$ cat src/ctp_pkg.sv
/*
 * Constants, register map and types for the compact timer period control block.
 * Assumes an APB master on pclk and one counter-clock event input from outside.
 */
// Operation
// - With the run enable set and the pause bit clear the counter advances on its selected clock, with the run enable clear the counter stops and the timer is off.
// - A rise of the run enable clears the counter to zero before counting resumes.
// - A fall of the run enable holds the counter at its present value.
// - In compare-match-output mode a rise of the run enable forces the output pin to the initial level bit.
// - The three period bits are compared with counter bits 9 to 7 only, so matches fall on multiples of 128 clocks.
// - Period code 001 to 111 gives 128 to 896 clocks in steps of 128, and 000 gives 1024 clocks.
// - With the clear select bit at 0 a period match clears the counter.
// - A period code of zero gives no early match, so the counter runs to its maximum and overflows.
// - The counter is a 10-bit up-counter that also clears on overflow or on the match chosen by the clear select bit, each raising an interrupt request.
// - The two mode bits select 00 compare-match output, 01 undefined, 10 PWM, 11 timer/counter.
package ctp_pkg;

    // ****************************************
    // Register map
    // ****************************************
    localparam logic [11:0] ADDR_CTRL0  = 12'h000;
    localparam logic [11:0] ADDR_CTRL1  = 12'h004;
    localparam logic [11:0] ADDR_COUNT  = 12'h008;
    localparam logic [11:0] ADDR_MATCHA = 12'h00c;
    localparam logic [11:0] ADDR_ISTAT  = 12'h010;
    localparam logic [11:0] ADDR_IEN    = 12'h014;
    localparam logic [11:0] ADDR_ICLR   = 12'h018;

    localparam logic [7:0] CTRL0_RESET = 8'h00;
    localparam logic [7:0] CTRL1_RESET = 8'h00;

    localparam int CNT_W  = 10;
    localparam int PER_W  = 3;
    localparam int PER_LO = 7;
    localparam int EVT_W  = 3;

    localparam logic [CNT_W-1:0] CNT_ZERO = 10'h000;
    localparam logic [CNT_W-1:0] CNT_ONE  = 10'h001;
    localparam logic [CNT_W-1:0] CNT_MAX  = 10'h3ff;
    localparam logic [PER_W-1:0] PER_NONE = 3'h0;

    // Interrupt event bits
    localparam int EVT_OVF = 0;
    localparam int EVT_PER = 1;
    localparam int EVT_MA  = 2;

    // ****************************************
    // Types
    // ****************************************
    typedef enum logic [1:0] {
        MODE_CMP   = 2'b00,
        MODE_UNDEF = 2'b01,
        MODE_PWM   = 2'b10,
        MODE_TMR   = 2'b11
    } ctp_mode_e;

    typedef struct packed {
        logic             pause;
        logic [2:0]       clk_sel;
        logic             counter_run_enable;
        logic [PER_W-1:0] period_compare_bits;
    } ctp_ctrl0_s;

    typedef struct packed {
        logic       mode_select_hi;
        logic       mode_select_lo;
        logic       output_function_hi;
        logic       output_function_lo;
        logic       output_initial_level;
        logic       output_polarity;
        logic       duty_period_swap;
        logic       counter_clear_select;
    } ctp_ctrl1_s;

endpackage

$ cat src/ctp_timer.sv
/*
 * Compact timer: run control, 10-bit counter, period and match A comparators,
 * compare-match output pin and a sticky interrupt block, all behind APB.
 * Assumes cnt_tick is a one-cycle pulse per selected counter-clock edge, made outside.
 */
`timescale 1ns/100ps
`default_nettype none

module ctp_timer (
    input  wire logic        pclk,
    input  wire logic        presetn,
    input  wire logic        psel,
    input  wire logic        penable,
    input  wire logic        pwrite,
    input  wire logic [11:0] paddr,
    input  wire logic [31:0] pwdata,
    output logic      [31:0] prdata,
    output logic             pready,
    output logic             pslverr,
    input  wire logic        cnt_tick,
    output logic             timer_out,
    output logic             timer_out_oe_n,
    output logic             irq
);

    // ****************************************
    // State
    // ****************************************
    ctp_pkg::ctp_ctrl0_s          ctrl0_reg;
    ctp_pkg::ctp_ctrl1_s          ctrl1_reg;
    logic [ctp_pkg::CNT_W-1:0]    count_reg;
    logic [ctp_pkg::CNT_W-1:0]    count_next;
    logic [ctp_pkg::CNT_W-1:0]    match_a_value_reg;
    logic                         pin_reg;
    logic                         pin_next;
    logic [ctp_pkg::EVT_W-1:0]    istat_reg;
    logic [ctp_pkg::EVT_W-1:0]    ien_reg;
    logic [31:0]                  prdata_reg;
    logic                         pready_reg;
    logic                         pslverr_reg;
    logic                         irq_reg;

    // ****************************************
    // Bus decode
    // ****************************************
    wire logic        setup_rd  = psel && !penable && !pwrite;
    wire logic        acc_wr    = psel && penable && pwrite && pready_reg;
    wire logic        hit_c0    = (paddr == ctp_pkg::ADDR_CTRL0);
    wire logic        hit_c1    = (paddr == ctp_pkg::ADDR_CTRL1);
    wire logic        hit_cnt   = (paddr == ctp_pkg::ADDR_COUNT);
    wire logic        hit_ma    = (paddr == ctp_pkg::ADDR_MATCHA);
    wire logic        hit_is    = (paddr == ctp_pkg::ADDR_ISTAT);
    wire logic        hit_ie    = (paddr == ctp_pkg::ADDR_IEN);
    wire logic        hit_ic    = (paddr == ctp_pkg::ADDR_ICLR);
    wire logic        hit_any   = hit_c0 || hit_c1 || hit_cnt || hit_ma || hit_is || hit_ie || hit_ic;
    wire logic        wr_c0     = acc_wr && hit_c0;
    wire logic        wr_c1     = acc_wr && hit_c1;
    wire logic        wr_ma     = acc_wr && hit_ma;
    wire logic        wr_ie     = acc_wr && hit_ie;
    wire logic        wr_ic     = acc_wr && hit_ic;
    wire logic [31:0] rd_mux;

    assign rd_mux = hit_c0  ? {24'h00_0000, ctrl0_reg} :
                    hit_c1  ? {24'h00_0000, ctrl1_reg} :
                    hit_cnt ? {22'h00_0000, count_reg} :
                    hit_ma  ? {22'h00_0000, match_a_value_reg} :
                    hit_is  ? {29'h0000_0000, istat_reg} :
                    hit_ie  ? {29'h0000_0000, ien_reg} :
                    32'h0000_0000;

    // ****************************************
    // Run control and comparators
    // ****************************************
    ctp_pkg::ctp_ctrl0_s wdat0;
    assign wdat0 = pwdata[7:0];

    wire logic run       = ctrl0_reg.counter_run_enable;
    wire logic run_rise  = wr_c0 && wdat0.counter_run_enable && !run;
    wire logic ticking   = run && !ctrl0_reg.pause && cnt_tick;
    wire logic [1:0] mode = {ctrl1_reg.mode_select_hi, ctrl1_reg.mode_select_lo};
    wire logic cmp_mode  = (mode == ctp_pkg::MODE_CMP);
    wire logic pwm_mode  = (mode == ctp_pkg::MODE_PWM);

    wire logic [ctp_pkg::CNT_W-1:0] count_inc = count_reg + ctp_pkg::CNT_ONE;

    // Compared on the incremented value so the clear lands after exactly N clocks
    wire logic per_hit  = ticking && (ctrl0_reg.period_compare_bits != ctp_pkg::PER_NONE)
                          && (count_inc[ctp_pkg::CNT_W-1:ctp_pkg::PER_LO]
                              == ctrl0_reg.period_compare_bits);
    wire logic ovf_hit  = ticking && (count_reg == ctp_pkg::CNT_MAX);
    wire logic ma_hit   = ticking && (count_inc == match_a_value_reg);
    wire logic clr_per  = per_hit && !ctrl1_reg.counter_clear_select;
    wire logic clr_ma   = ma_hit && ctrl1_reg.counter_clear_select;

    // Match A drives the output pin; undefined mode leaves it alone
    wire logic [1:0] ofn = {ctrl1_reg.output_function_hi, ctrl1_reg.output_function_lo};
    wire logic [ctp_pkg::EVT_W-1:0] evt;
    assign evt = {ma_hit, per_hit, ovf_hit};

    always_comb begin
        count_next = count_reg;
        if (run_rise) begin
            count_next = ctp_pkg::CNT_ZERO;
        end else if (ticking) begin
            if (clr_per || clr_ma) begin
                count_next = ctp_pkg::CNT_ZERO;
            end else begin
                count_next = count_inc;
            end
        end
        // Holding when run is low keeps the residual value for software to read
    end

    always_comb begin
        pin_next = pin_reg;
        if (run_rise && cmp_mode) begin
            pin_next = wdat0.counter_run_enable ? ctrl1_reg.output_initial_level : pin_reg;
        end else if (ma_hit && cmp_mode) begin
            case (ofn)
                2'b01:   pin_next = 1'b0;
                2'b10:   pin_next = 1'b1;
                2'b11:   pin_next = !pin_reg;
                default: pin_next = pin_reg;
            endcase
        end else if (pwm_mode && ticking) begin
            pin_next = (count_inc < match_a_value_reg);
        end
    end

    // ****************************************
    // Registers
    // ****************************************
    always_ff @(posedge pclk or negedge presetn) begin
        if (!presetn) begin
            ctrl0_reg         <= ctp_pkg::CTRL0_RESET;
            ctrl1_reg         <= ctp_pkg::CTRL1_RESET;
            match_a_value_reg <= ctp_pkg::CNT_ZERO;
            ien_reg           <= '0;
        end else begin
            if (wr_c0) begin
                ctrl0_reg <= wdat0;
            end
            if (wr_c1) begin
                ctrl1_reg <= pwdata[7:0];
            end
            if (wr_ma) begin
                match_a_value_reg <= pwdata[ctp_pkg::CNT_W-1:0];
            end
            if (wr_ie) begin
                ien_reg <= pwdata[ctp_pkg::EVT_W-1:0];
            end
        end
    end

    always_ff @(posedge pclk or negedge presetn) begin
        if (!presetn) begin
            count_reg <= ctp_pkg::CNT_ZERO;
            pin_reg   <= 1'b0;
        end else begin
            count_reg <= count_next;
            pin_reg   <= pin_next;
        end
    end

    // Set wins over a clear in the same cycle
    always_ff @(posedge pclk or negedge presetn) begin
        if (!presetn) begin
            istat_reg <= '0;
        end else begin
            istat_reg <= (istat_reg & ~(wr_ic ? pwdata[ctp_pkg::EVT_W-1:0] : '0)) | evt;
        end
    end

    // One wait state: read data is registered during setup
    always_ff @(posedge pclk or negedge presetn) begin
        if (!presetn) begin
            prdata_reg  <= 32'h0000_0000;
            pready_reg  <= 1'b0;
            pslverr_reg <= 1'b0;
            irq_reg     <= 1'b0;
        end else begin
            pready_reg  <= psel && !pready_reg && !(penable && pready_reg) && penable;
            pslverr_reg <= psel && penable && !pready_reg && !hit_any;
            if (setup_rd) begin
                prdata_reg <= rd_mux;
            end
            irq_reg     <= |(((istat_reg & ~(wr_ic ? pwdata[ctp_pkg::EVT_W-1:0] : '0)) | evt)
                             & ien_reg);
        end
    end

    // ****************************************
    // Outputs
    // ****************************************
    assign prdata         = prdata_reg;
    assign pready         = pready_reg;
    assign pslverr        = pslverr_reg;
    assign timer_out      = ctrl1_reg.output_polarity ? !pin_reg : pin_reg;
    assign timer_out_oe_n = !run || (mode == ctp_pkg::MODE_TMR) || (mode == ctp_pkg::MODE_UNDEF);
    assign irq            = irq_reg;

endmodule

`default_nettype wire

$ cat config.mk
export PLATFORM = sky130hd
export DESIGN_NAME = ctp_timer
export DESIGN_NICKNAME = d
export VERILOG_FILES = /design/src/ctp_pkg.sv /design/src/ctp_timer.sv
export SDC_FILE = /design/constraint.sdc
export NUM_CORES = 1
export LEC_CHECK = 0
export ABC_AREA = 1
export BUFFER_PORTS_ARGS = -buffer_cell sky130_fd_sc_hd__buf_2
export CORE_AREA = 2 2 92 94
export CTS_BUF_LIST = sky130_fd_sc_hd__clkbuf_4 sky130_fd_sc_hd__clkbuf_8
export CTS_CLUSTER_DIAMETER = 120
export DETAILED_ROUTE_END_ITERATION = 12
export DIE_AREA = 0 0 94 96
export PLACE_DENSITY_LB_ADDON = 0.1
export SETUP_SLACK_MARGIN = 0.15
export SKIP_CTS_REPAIR_TIMING = 1
export SYNTH_ARGS = -nofsm -noshare
export SYNTH_HDL_FRONTEND = slang
export SYNTH_SLANG_ARGS = --single-unit
$ cat constraint.sdc
create_clock -name pclk -period 2.2 [get_ports pclk]
set_input_delay 0.11 -clock pclk [delete_from_list [all_inputs] [get_ports pclk]]
set_output_delay 0.11 -clock pclk [all_outputs]
set_load 0.005 [all_outputs]
==> results of run 1 <==
-- worst max-delay path: stages, from the launching register on --
cell	delay, ps
sky130_fd_sc_hd__dfrtp_1	390
sky130_fd_sc_hd__ha_2	200
sky130_fd_sc_hd__nand2_2	70
sky130_fd_sc_hd__nor2_4	130
sky130_fd_sc_hd__and3_4	200
sky130_fd_sc_hd__xor2_2	150
sky130_fd_sc_hd__inv_2	70
sky130_fd_sc_hd__ha_4	270
sky130_fd_sc_hd__nand2_4	50
sky130_fd_sc_hd__nor2_4	120
sky130_fd_sc_hd__nand2_2	80
sky130_fd_sc_hd__nor3_4	240
sky130_fd_sc_hd__buf_6	160
sky130_fd_sc_hd__buf_6	100
sky130_fd_sc_hd__inv_2	30
sky130_fd_sc_hd__nand2_2	60
sky130_fd_sc_hd__nand2_1	50
sky130_fd_sc_hd__nand2_1	60
sky130_fd_sc_hd__inv_1	40
sky130_fd_sc_hd__nand2_1	40
-- layout make-up --
class | instances | area, um2
clock buffer | 5 | 68.8
inverter | 70 | 265
timing repair buffer | 86 | 574
fill | 764 | 3540
sequential | 56 | 1400
clock inverter | 3 | 22.5
tap | 105 | 131
multi-input combinational | 351 | 2040
-- placed cells by master, fill, tap and decap left out, types with 2 or more instances in the layout --
master and count:
sky130_fd_sc_hd__nand3_1 29, sky130_fd_sc_hd__inv_1 62, sky130_fd_sc_hd__a21oi_1 14, sky130_fd_sc_hd__conb_1 22, sky130_fd_sc_hd__nor3_1 2, sky130_fd_sc_hd__nand2_1 120, sky130_fd_sc_hd__ha_4 5, sky130_fd_sc_hd__nor3_4 2
sky130_fd_sc_hd__nand4_1 9, sky130_fd_sc_hd__nand3_2 14, sky130_fd_sc_hd__o211ai_1 2, sky130_fd_sc_hd__nor2_4 8, sky130_fd_sc_hd__nor2_1 29, sky130_fd_sc_hd__buf_6 5, sky130_fd_sc_hd__o21ai_1 10, sky130_fd_sc_hd__o21ai_0 29
sky130_fd_sc_hd__mux2_2 2, sky130_fd_sc_hd__dfrtp_1 56, sky130_fd_sc_hd__nor2_2 6, sky130_fd_sc_hd__nand2_4 4, sky130_fd_sc_hd__clkbuf_8 5, sky130_fd_sc_hd__buf_2 42, sky130_fd_sc_hd__xor2_2 3, sky130_fd_sc_hd__inv_2 6
sky130_fd_sc_hd__buf_4 37, sky130_fd_sc_hd__o22ai_1 3, sky130_fd_sc_hd__xor2_1 2, sky130_fd_sc_hd__nand2_2 17, sky130_fd_sc_hd__ha_1 7
-- path summary, 6_finish.rpt --
| check | startpoint | to | slack (ps) | cells after the start |
|---|---|---|---|---|
| setup / recovery | count_reg[1] | irq | -360 | 19 |
| hold / removal | pwdata[9] | match_a_value_reg[9] | 20 | 2 |
| setup reg to reg | count_reg[1] | irq | -360 | 19 |
| hold reg to reg | pready | pready | 490 | 1 |
| max in group asynchronous | presetn | count_reg[2] | 1260 | 3 |
| min in group asynchronous | presetn | match_a_value_reg[9] | 340 | 2 |
-- routing by layer --
layer / share of wire / global-route usage / vias up
met2: 0.47 / 0.348 / 76
li1: - / - / 1669
met1: 0.46 / 0.310 / 1541
met5: 0 / 0 / -
met3: 0.045 / 0.0368 / 15
met4: 0.020 / 0.0737 / 0
-- power by group --
part	leakage [nW]	total (W)	switching [W]	internal (W)
registers	0.776	0.00103	0.00000117	0.00103
clock network	0.0485	0.000602	0.000373	0.000230
logic	1.55	0.000113	0.0000779	0.0000353
total	2.37	0.00175	0.000452	0.00130
-- stage by stage --
stage / instance area [um2] / util / power (W) / TNS [ps] / instances
3_5_place_dp: 4120 / 0.512 / 0.00116 / -3160 / 656
4_1_cts: 4220 / 0.524 / 0.00176 / -3420 / 664
6_report: 4510 / 0.560 / 0.00175 / -3730 / 676
5_1_grt: 4510 / 0.560 / 0.00182 / -5630 / 676
2_1_floorplan: 3730 / - / 0.00113 / -966 / 506
3_3_place_gp: 4120 / 0.512 / 0.00116 / -2100 / 656
-- logic make-up after synthesis --
kind of cell / synth area share
DFF: 0.387
AOI/OAI and AO/OA: 0.0930
adders and majority gates: 0.0450
buffers and inverters: 0.129
muxes: 0.00622
and+or+nand+nor: 0.324
other: 0.00104
xor gates and xnor gates: 0.0145
==> results.md, run 1 <==
- **port buffer count** 42
- **flop and latch count out of synthesis** 56
- **outcome** complete, but fails checks
- **violations in the final reports** negative setup slack
- **P per Cell Area** 388 mW/mm2
- **worst hold path type** in -> reg
- **arrival time of data at the critical path endpoint** 2830 ps
- **VDD IR-drop max** 0.237 mV
- **Initial Utilization** 0.449
- **initial antenna violation count** 0
- **global-route usage over all layers** 0.221
- **total die area** 0.00902 mm2
- **width of the die** 94 um
- **startpoint type of the worst setup path** register
- **data required time at the worst endpoint** 2470 ps
- **number of buffers between clock root and the deepest sink** 2
- **final max-slew violation count** 0
- **Pleak** 2.37 nW
- **Root Buffer** sky130_fd_sc_hd__clkbuf_8
- **standard-cell row count** 33
- **synthesized instance count** 485
- **post-synth cell types** 37
- **proportion of layout cells with a drive suffix above 1** 0.296
- **critical path class** reg -> reg
- **Post-synth top flop** sky130_fd_sc_hd__dfrtp_1
- **placer's final routability congestion estimate** 0.854
- **synthesis-to-finish area growth** 24.6%
- **Vias/cell** 4.88
- **highest clock frequency the design can meet** 390 MHz
- **Avg Inst Size Synth** 7.46 um2
- **Synth area leader** sky130_fd_sc_hd__dfrtp_1
- **antenna cell count** 0
- **minimum hold slack** 16.8 ps
- **Final Routed Wirelength** 9.58 mm
- **Total Nets Final** 633
- **clock insertion delay at the later pin of the skew report** 320 ps
- **Worst setup EP type** register
- **Synth async-reset ratio** 1.00
- **# Max-Cap Violations** 0
- **Final Hold Viols** 0
- **count of routing violations after the opening detailed-route iteration** 181
- **pin count of the biggest net entering global routing** 31
- **Synth area leaders** sky130_fd_sc_hd__dfrtp_1 39%, sky130_fd_sc_hd__nand2_1 13%, sky130_fd_sc_hd__inv_1 7.0%
- **number of global-route vias before repair** 3150
- **wire length of the first global-routing pass** 15.4 mm
- **post-detailed-placement half-perimeter wirelength** 7.22 mm
- **Std-Cell Core Area** 0.00805 mm2
- **Max Fanout on Critical Path** 3
- **length of the first detailed-routing pass in iterations** 4
- **clock skew after layout** 5.90 ps
- **setup slack after layout** -361 ps
- **die extent in y** 96 um
- **number of levels in the clock H-tree** 2
- **I/O pin total** 87
- **final-report setup violation count** 13
- **global route overflow** 0
- **post-layout minimum cycle time** 2560 ps
- **Period Utilization, post-route** 1.16
- **unrepaired setup endpoints after global routing** yes
- **pre-CTS setup slack** -297 ps
- **Post-synth EDFFs** 0
- **CTS sink cnt** 56
- **total DRC errors in the routed layout** 0
- **dominant cell by count in the synthesized netlist** sky130_fd_sc_hd__nand2_1
- **clock-pin slew on the worst setup and hold paths** 110 ps
- **ranking of synthesized cells by instance count** 129 x sky130_fd_sc_hd__nand2_1, 67 x sky130_fd_sc_hd__inv_1, 56 x sky130_fd_sc_hd__dfrtp_1
- **actual transition at the worst max-transition pin** 654 ps
- **Routed Antenna Nets** 0
- **Seq/Total Area, Yosys** 0.387
- **Num CTS Buffers** 5
- **Synth Cell Area** 0.00362 mm2
- **detailed-route wire length per cell** 14.2 um
- **worst max-slew margin expressed relative to the limit** 0.564
- **synth warn** 0
- **TritonCTS clock tree** built
- **count of vias placed by the detailed router** 3301
- **fraction of post-synthesis cell area in the top cell type by area** 0.387
Note: power is estimated with default switching activity, not from simulation.
==> run 2, diff against run 1 <==
Settings changed: CAP_MARGIN set to 20, CELL_PAD_IN_SITES_DETAIL_PLACEMENT set to 2, CELL_PAD_IN_SITES_GLOBAL_PLACEMENT set to 2, CORE_AREA 2 2 92 94 to 2 2 117 119, DIE_AREA 0 0 94 96 to 0 0 119 121.
==> results.md, run 2 (synthesized netlist as in run 1, its figures left out) <==
- **global route overflow** 0, unchanged
- **sequential cell area** 0.00140 mm2, unchanged
- **die extent in y** 121 um, was 96 um
- **number of buffers between clock root and the deepest sink** 2, unchanged
- **startpoint of the lowest-slack register-to-register path** count_reg[1], unchanged
- **total die area** 0.0144 mm2, was 0.00902 mm2
- **Std-Cell Core Area** 0.0131 mm2, was 0.00805 mm2
- **total DRC errors in the routed layout** 0, unchanged
- **initial antenna violation count** 0, unchanged
- **width of the die** 119 um, was 94 um
- **outcome** complete, but fails checks, unchanged
- **critical path class** reg -> reg, unchanged
- **Vias/cell** 4.59, was 4.88
- **Root Buffer** sky130_fd_sc_hd__clkbuf_8, unchanged
- **proportion of layout cells with a drive suffix above 1** 0.306, was 0.296
- **met1 demand-to-capacity share in global routing** 0.234, was 0.310
- **post-detailed-placement half-perimeter wirelength** 9.89 mm, was 7.22 mm
- **count of routing violations after the opening detailed-route iteration** 105, was 181
- **Hold Crit Depth** 2, unchanged
- **sequential group share of total power** 0.581, was 0.591
- **number of global-route vias before repair** 3733, was 3150
- **Num CTS Buffers** 5, unchanged
- **met3 Resource Use GR** 0.0230, was 0.0368
- **pin count of the biggest net entering global routing** 29, was 31
- **most used cells in the layout excluding fill and tap cells** 116 x sky130_fd_sc_hd__nand2_1, 65 x sky130_fd_sc_hd__inv_1, 56 x sky130_fd_sc_hd__dfrtp_1, 44 x sky130_fd_sc_hd__buf_4, 42 x sky130_fd_sc_hd__buf_2, was 120 x sky130_fd_sc_hd__nand2_1, 62 x sky130_fd_sc_hd__inv_1, 56 x sky130_fd_sc_hd__dfrtp_1, 42 x sky130_fd_sc_hd__buf_2, 37 x sky130_fd_sc_hd__buf_4
- **most frequent standard cell in the layout excluding fill and tap cells** sky130_fd_sc_hd__nand2_1, unchanged
- **global-route usage over all layers** 0.180, was 0.221
- **grt met2 use** 0.318, was 0.348
- **Power Internal** 0.00130 W, about the same
- **worst hold path type** in -> reg, unchanged
- **standard-cell row count** 42, was 33
- **count of vias placed by the detailed router** 3453, was 3301
- **detailed-route wire length per cell** 17.2 um, was 14.2 um
- **post-layout minimum cycle time** 2610 ps, was 2560 ps
- **final-report setup violation count** 13, unchanged
- **# Max-Cap Violations** 0, unchanged
- **antenna cell count** 0, unchanged
- **length of the first detailed-routing pass in iterations** 4, unchanged
- **pre-CTS setup slack** -352 ps, was -297 ps
- **actual transition at the worst max-transition pin** 504 ps, was 654 ps
- **number of instances in the placed design** 733, was 656
- **unrepaired setup endpoints after global routing** yes, unchanged
- **synthesis-to-finish area growth** 28.4%, was 24.6%
- **TritonCTS clock tree** built, unchanged
- **logic gate share of total power** 0.067, was 0.065
- **multi-input combinational cell area** 0.00208 mm2, was 0.00204 mm2
- **I/O pin total** 87, unchanged
- **Pleak** 2.39 nW, was 2.37 nW
- **Routed Antenna Nets** 0, unchanged
- **arrival time of data at the critical path endpoint** 2830 ps, about the same
- **layer with the highest usage** met2, unchanged
- **number of levels in the clock H-tree** 2, unchanged
- **data required time at the worst endpoint** 2420 ps, was 2470 ps
- **wire length of the first global-routing pass** 20.0 mm, was 15.4 mm
- **worst max-slew margin expressed relative to the limit** 0.664, was 0.564
- **clock-pin slew on the worst setup and hold paths** 110 ps, about the same
- **Period Utilization, post-route** 1.19, was 1.16
- **clock skew after layout** 17.6 ps, was 5.90 ps
- **Total Nets Final** 638, was 633
- **Initial Utilization** 0.277, was 0.449
- **endpoint with the worst hold slack** match_a_value_reg[9], unchanged
- **reg-to-reg endpoint** count_reg[5], was irq
- **cells on worst reg2reg path** 15, was 19
- **clock insertion delay at the later pin of the skew report** 340 ps, was 320 ps
- **reg-to-reg setup timing slack** -410 ps, was -360 ps
- **setup slack after layout** -408 ps, was -361 ps
- **violations in the final reports** negative setup slack, unchanged
- **Worst setup EP type** register, unchanged
- **Final Routed Wirelength** 13.0 mm, was 9.58 mm
- **P per Cell Area** 383 mW/mm2, was 388 mW/mm2
- **start point of the worst hold path** pwdata[9], unchanged
- **port buffer count** 42, unchanged
- **startpoint type of the worst setup path** register, unchanged
- **highest clock frequency the design can meet** 384 MHz, was 390 MHz
- **Final Hold Viols** 0, unchanged
- **switching fraction of total power** 0.266, was 0.258
- **clock share of power** 0.352, was 0.345
- **final max-slew violation count** 0, unchanged
- **CTS sink cnt** 56, unchanged
- **Filler Cells Inserted** 1540, was 764
- **switching power of the nets** 0.000473 W, was 0.000452 W
- **placer's final routability congestion estimate** 0.780, was 0.854
- **Max Fanout on Critical Path** 5, was 3
- **non-filler cells, final** 752, was 676
- **VDD IR-drop max** 0.212 mV, was 0.237 mV
## run 2: worst max-delay path, stage by stage, from the launching register on
cell	delay, ps
sky130_fd_sc_hd__dfrtp_1	420
sky130_fd_sc_hd__ha_2	220
sky130_fd_sc_hd__nand2_2	70
sky130_fd_sc_hd__nor2_4	130
sky130_fd_sc_hd__and3_4	190
sky130_fd_sc_hd__xor2_2	190
sky130_fd_sc_hd__inv_2	80
sky130_fd_sc_hd__ha_4	280
sky130_fd_sc_hd__nand2_4	40
sky130_fd_sc_hd__nor2_4	100
sky130_fd_sc_hd__nand2_2	80
sky130_fd_sc_hd__nor3_4	260
sky130_fd_sc_hd__buf_6	190
sky130_fd_sc_hd__nand2_8	80
sky130_fd_sc_hd__nand3_2	110
sky130_fd_sc_hd__nand2_1	50
## run 2: worst max-delay path by stage
stage,slack [ps],start,depth (start not counted),end
finish,-410,count_reg[1],15,count_reg[5]
global route,-570,count_reg[1],16,pin_reg
CTS,-380,count_reg[0],16,pin_reg
detailed placement,-350,count_reg[0],16,pin_reg
global placement,-250,count_reg[0],16,pin_reg
floorplan,-170,count_reg[0],16,pin_reg
## run 2: layout make-up
type | count | area share
Timing Repair Buffer | 90 | 0.126
Inverter | 70 | 0.0571
Multi-Input combinational cell | 352 | 0.448
Tap cell | 176 | 0.0474
Clock inverter | 2 | 0.00350
Sequential cell | 56 | 0.302
Clock buffer | 6 | 0.0164
## run 2: power by group through the flow
stage	Clock, W	Sequential [W]	Combinational (W)
floorplan	0	0.00105	0.0000744
global placement	0	0.00105	0.000117
detailed placement	0	0.00105	0.000120
CTS	0.000659	0.00103	0.000120
global route	0.000692	0.00103	0.000136
finish	0.000627	0.00103	0.000119
## run 2: through the flow
step,utilization,area (um2),power (W),hold WS (ps),TNS (ps)
6_report,0.355,4650,0.00178,7.26,-4910
5_1_grt,0.355,4650,0.00186,0.147,-6220
4_1_cts,0.332,4340,0.00181,-361,-4240
3_5_place_dp,0.324,4250,0.00117,25.1,-3820
3_3_place_gp,0.324,4250,0.00117,19.1,-2760
2_1_floorplan,-,3730,0.00113,-186,-966
## run 2: routing by layer
layer | vias up | part of all wire
met4 | 0 | 0.012
met1 | 1722 | 0.45
met5 | - | 0
met3 | 10 | 0.025
li1 | 1676 | -
met2 | 45 | 0.51
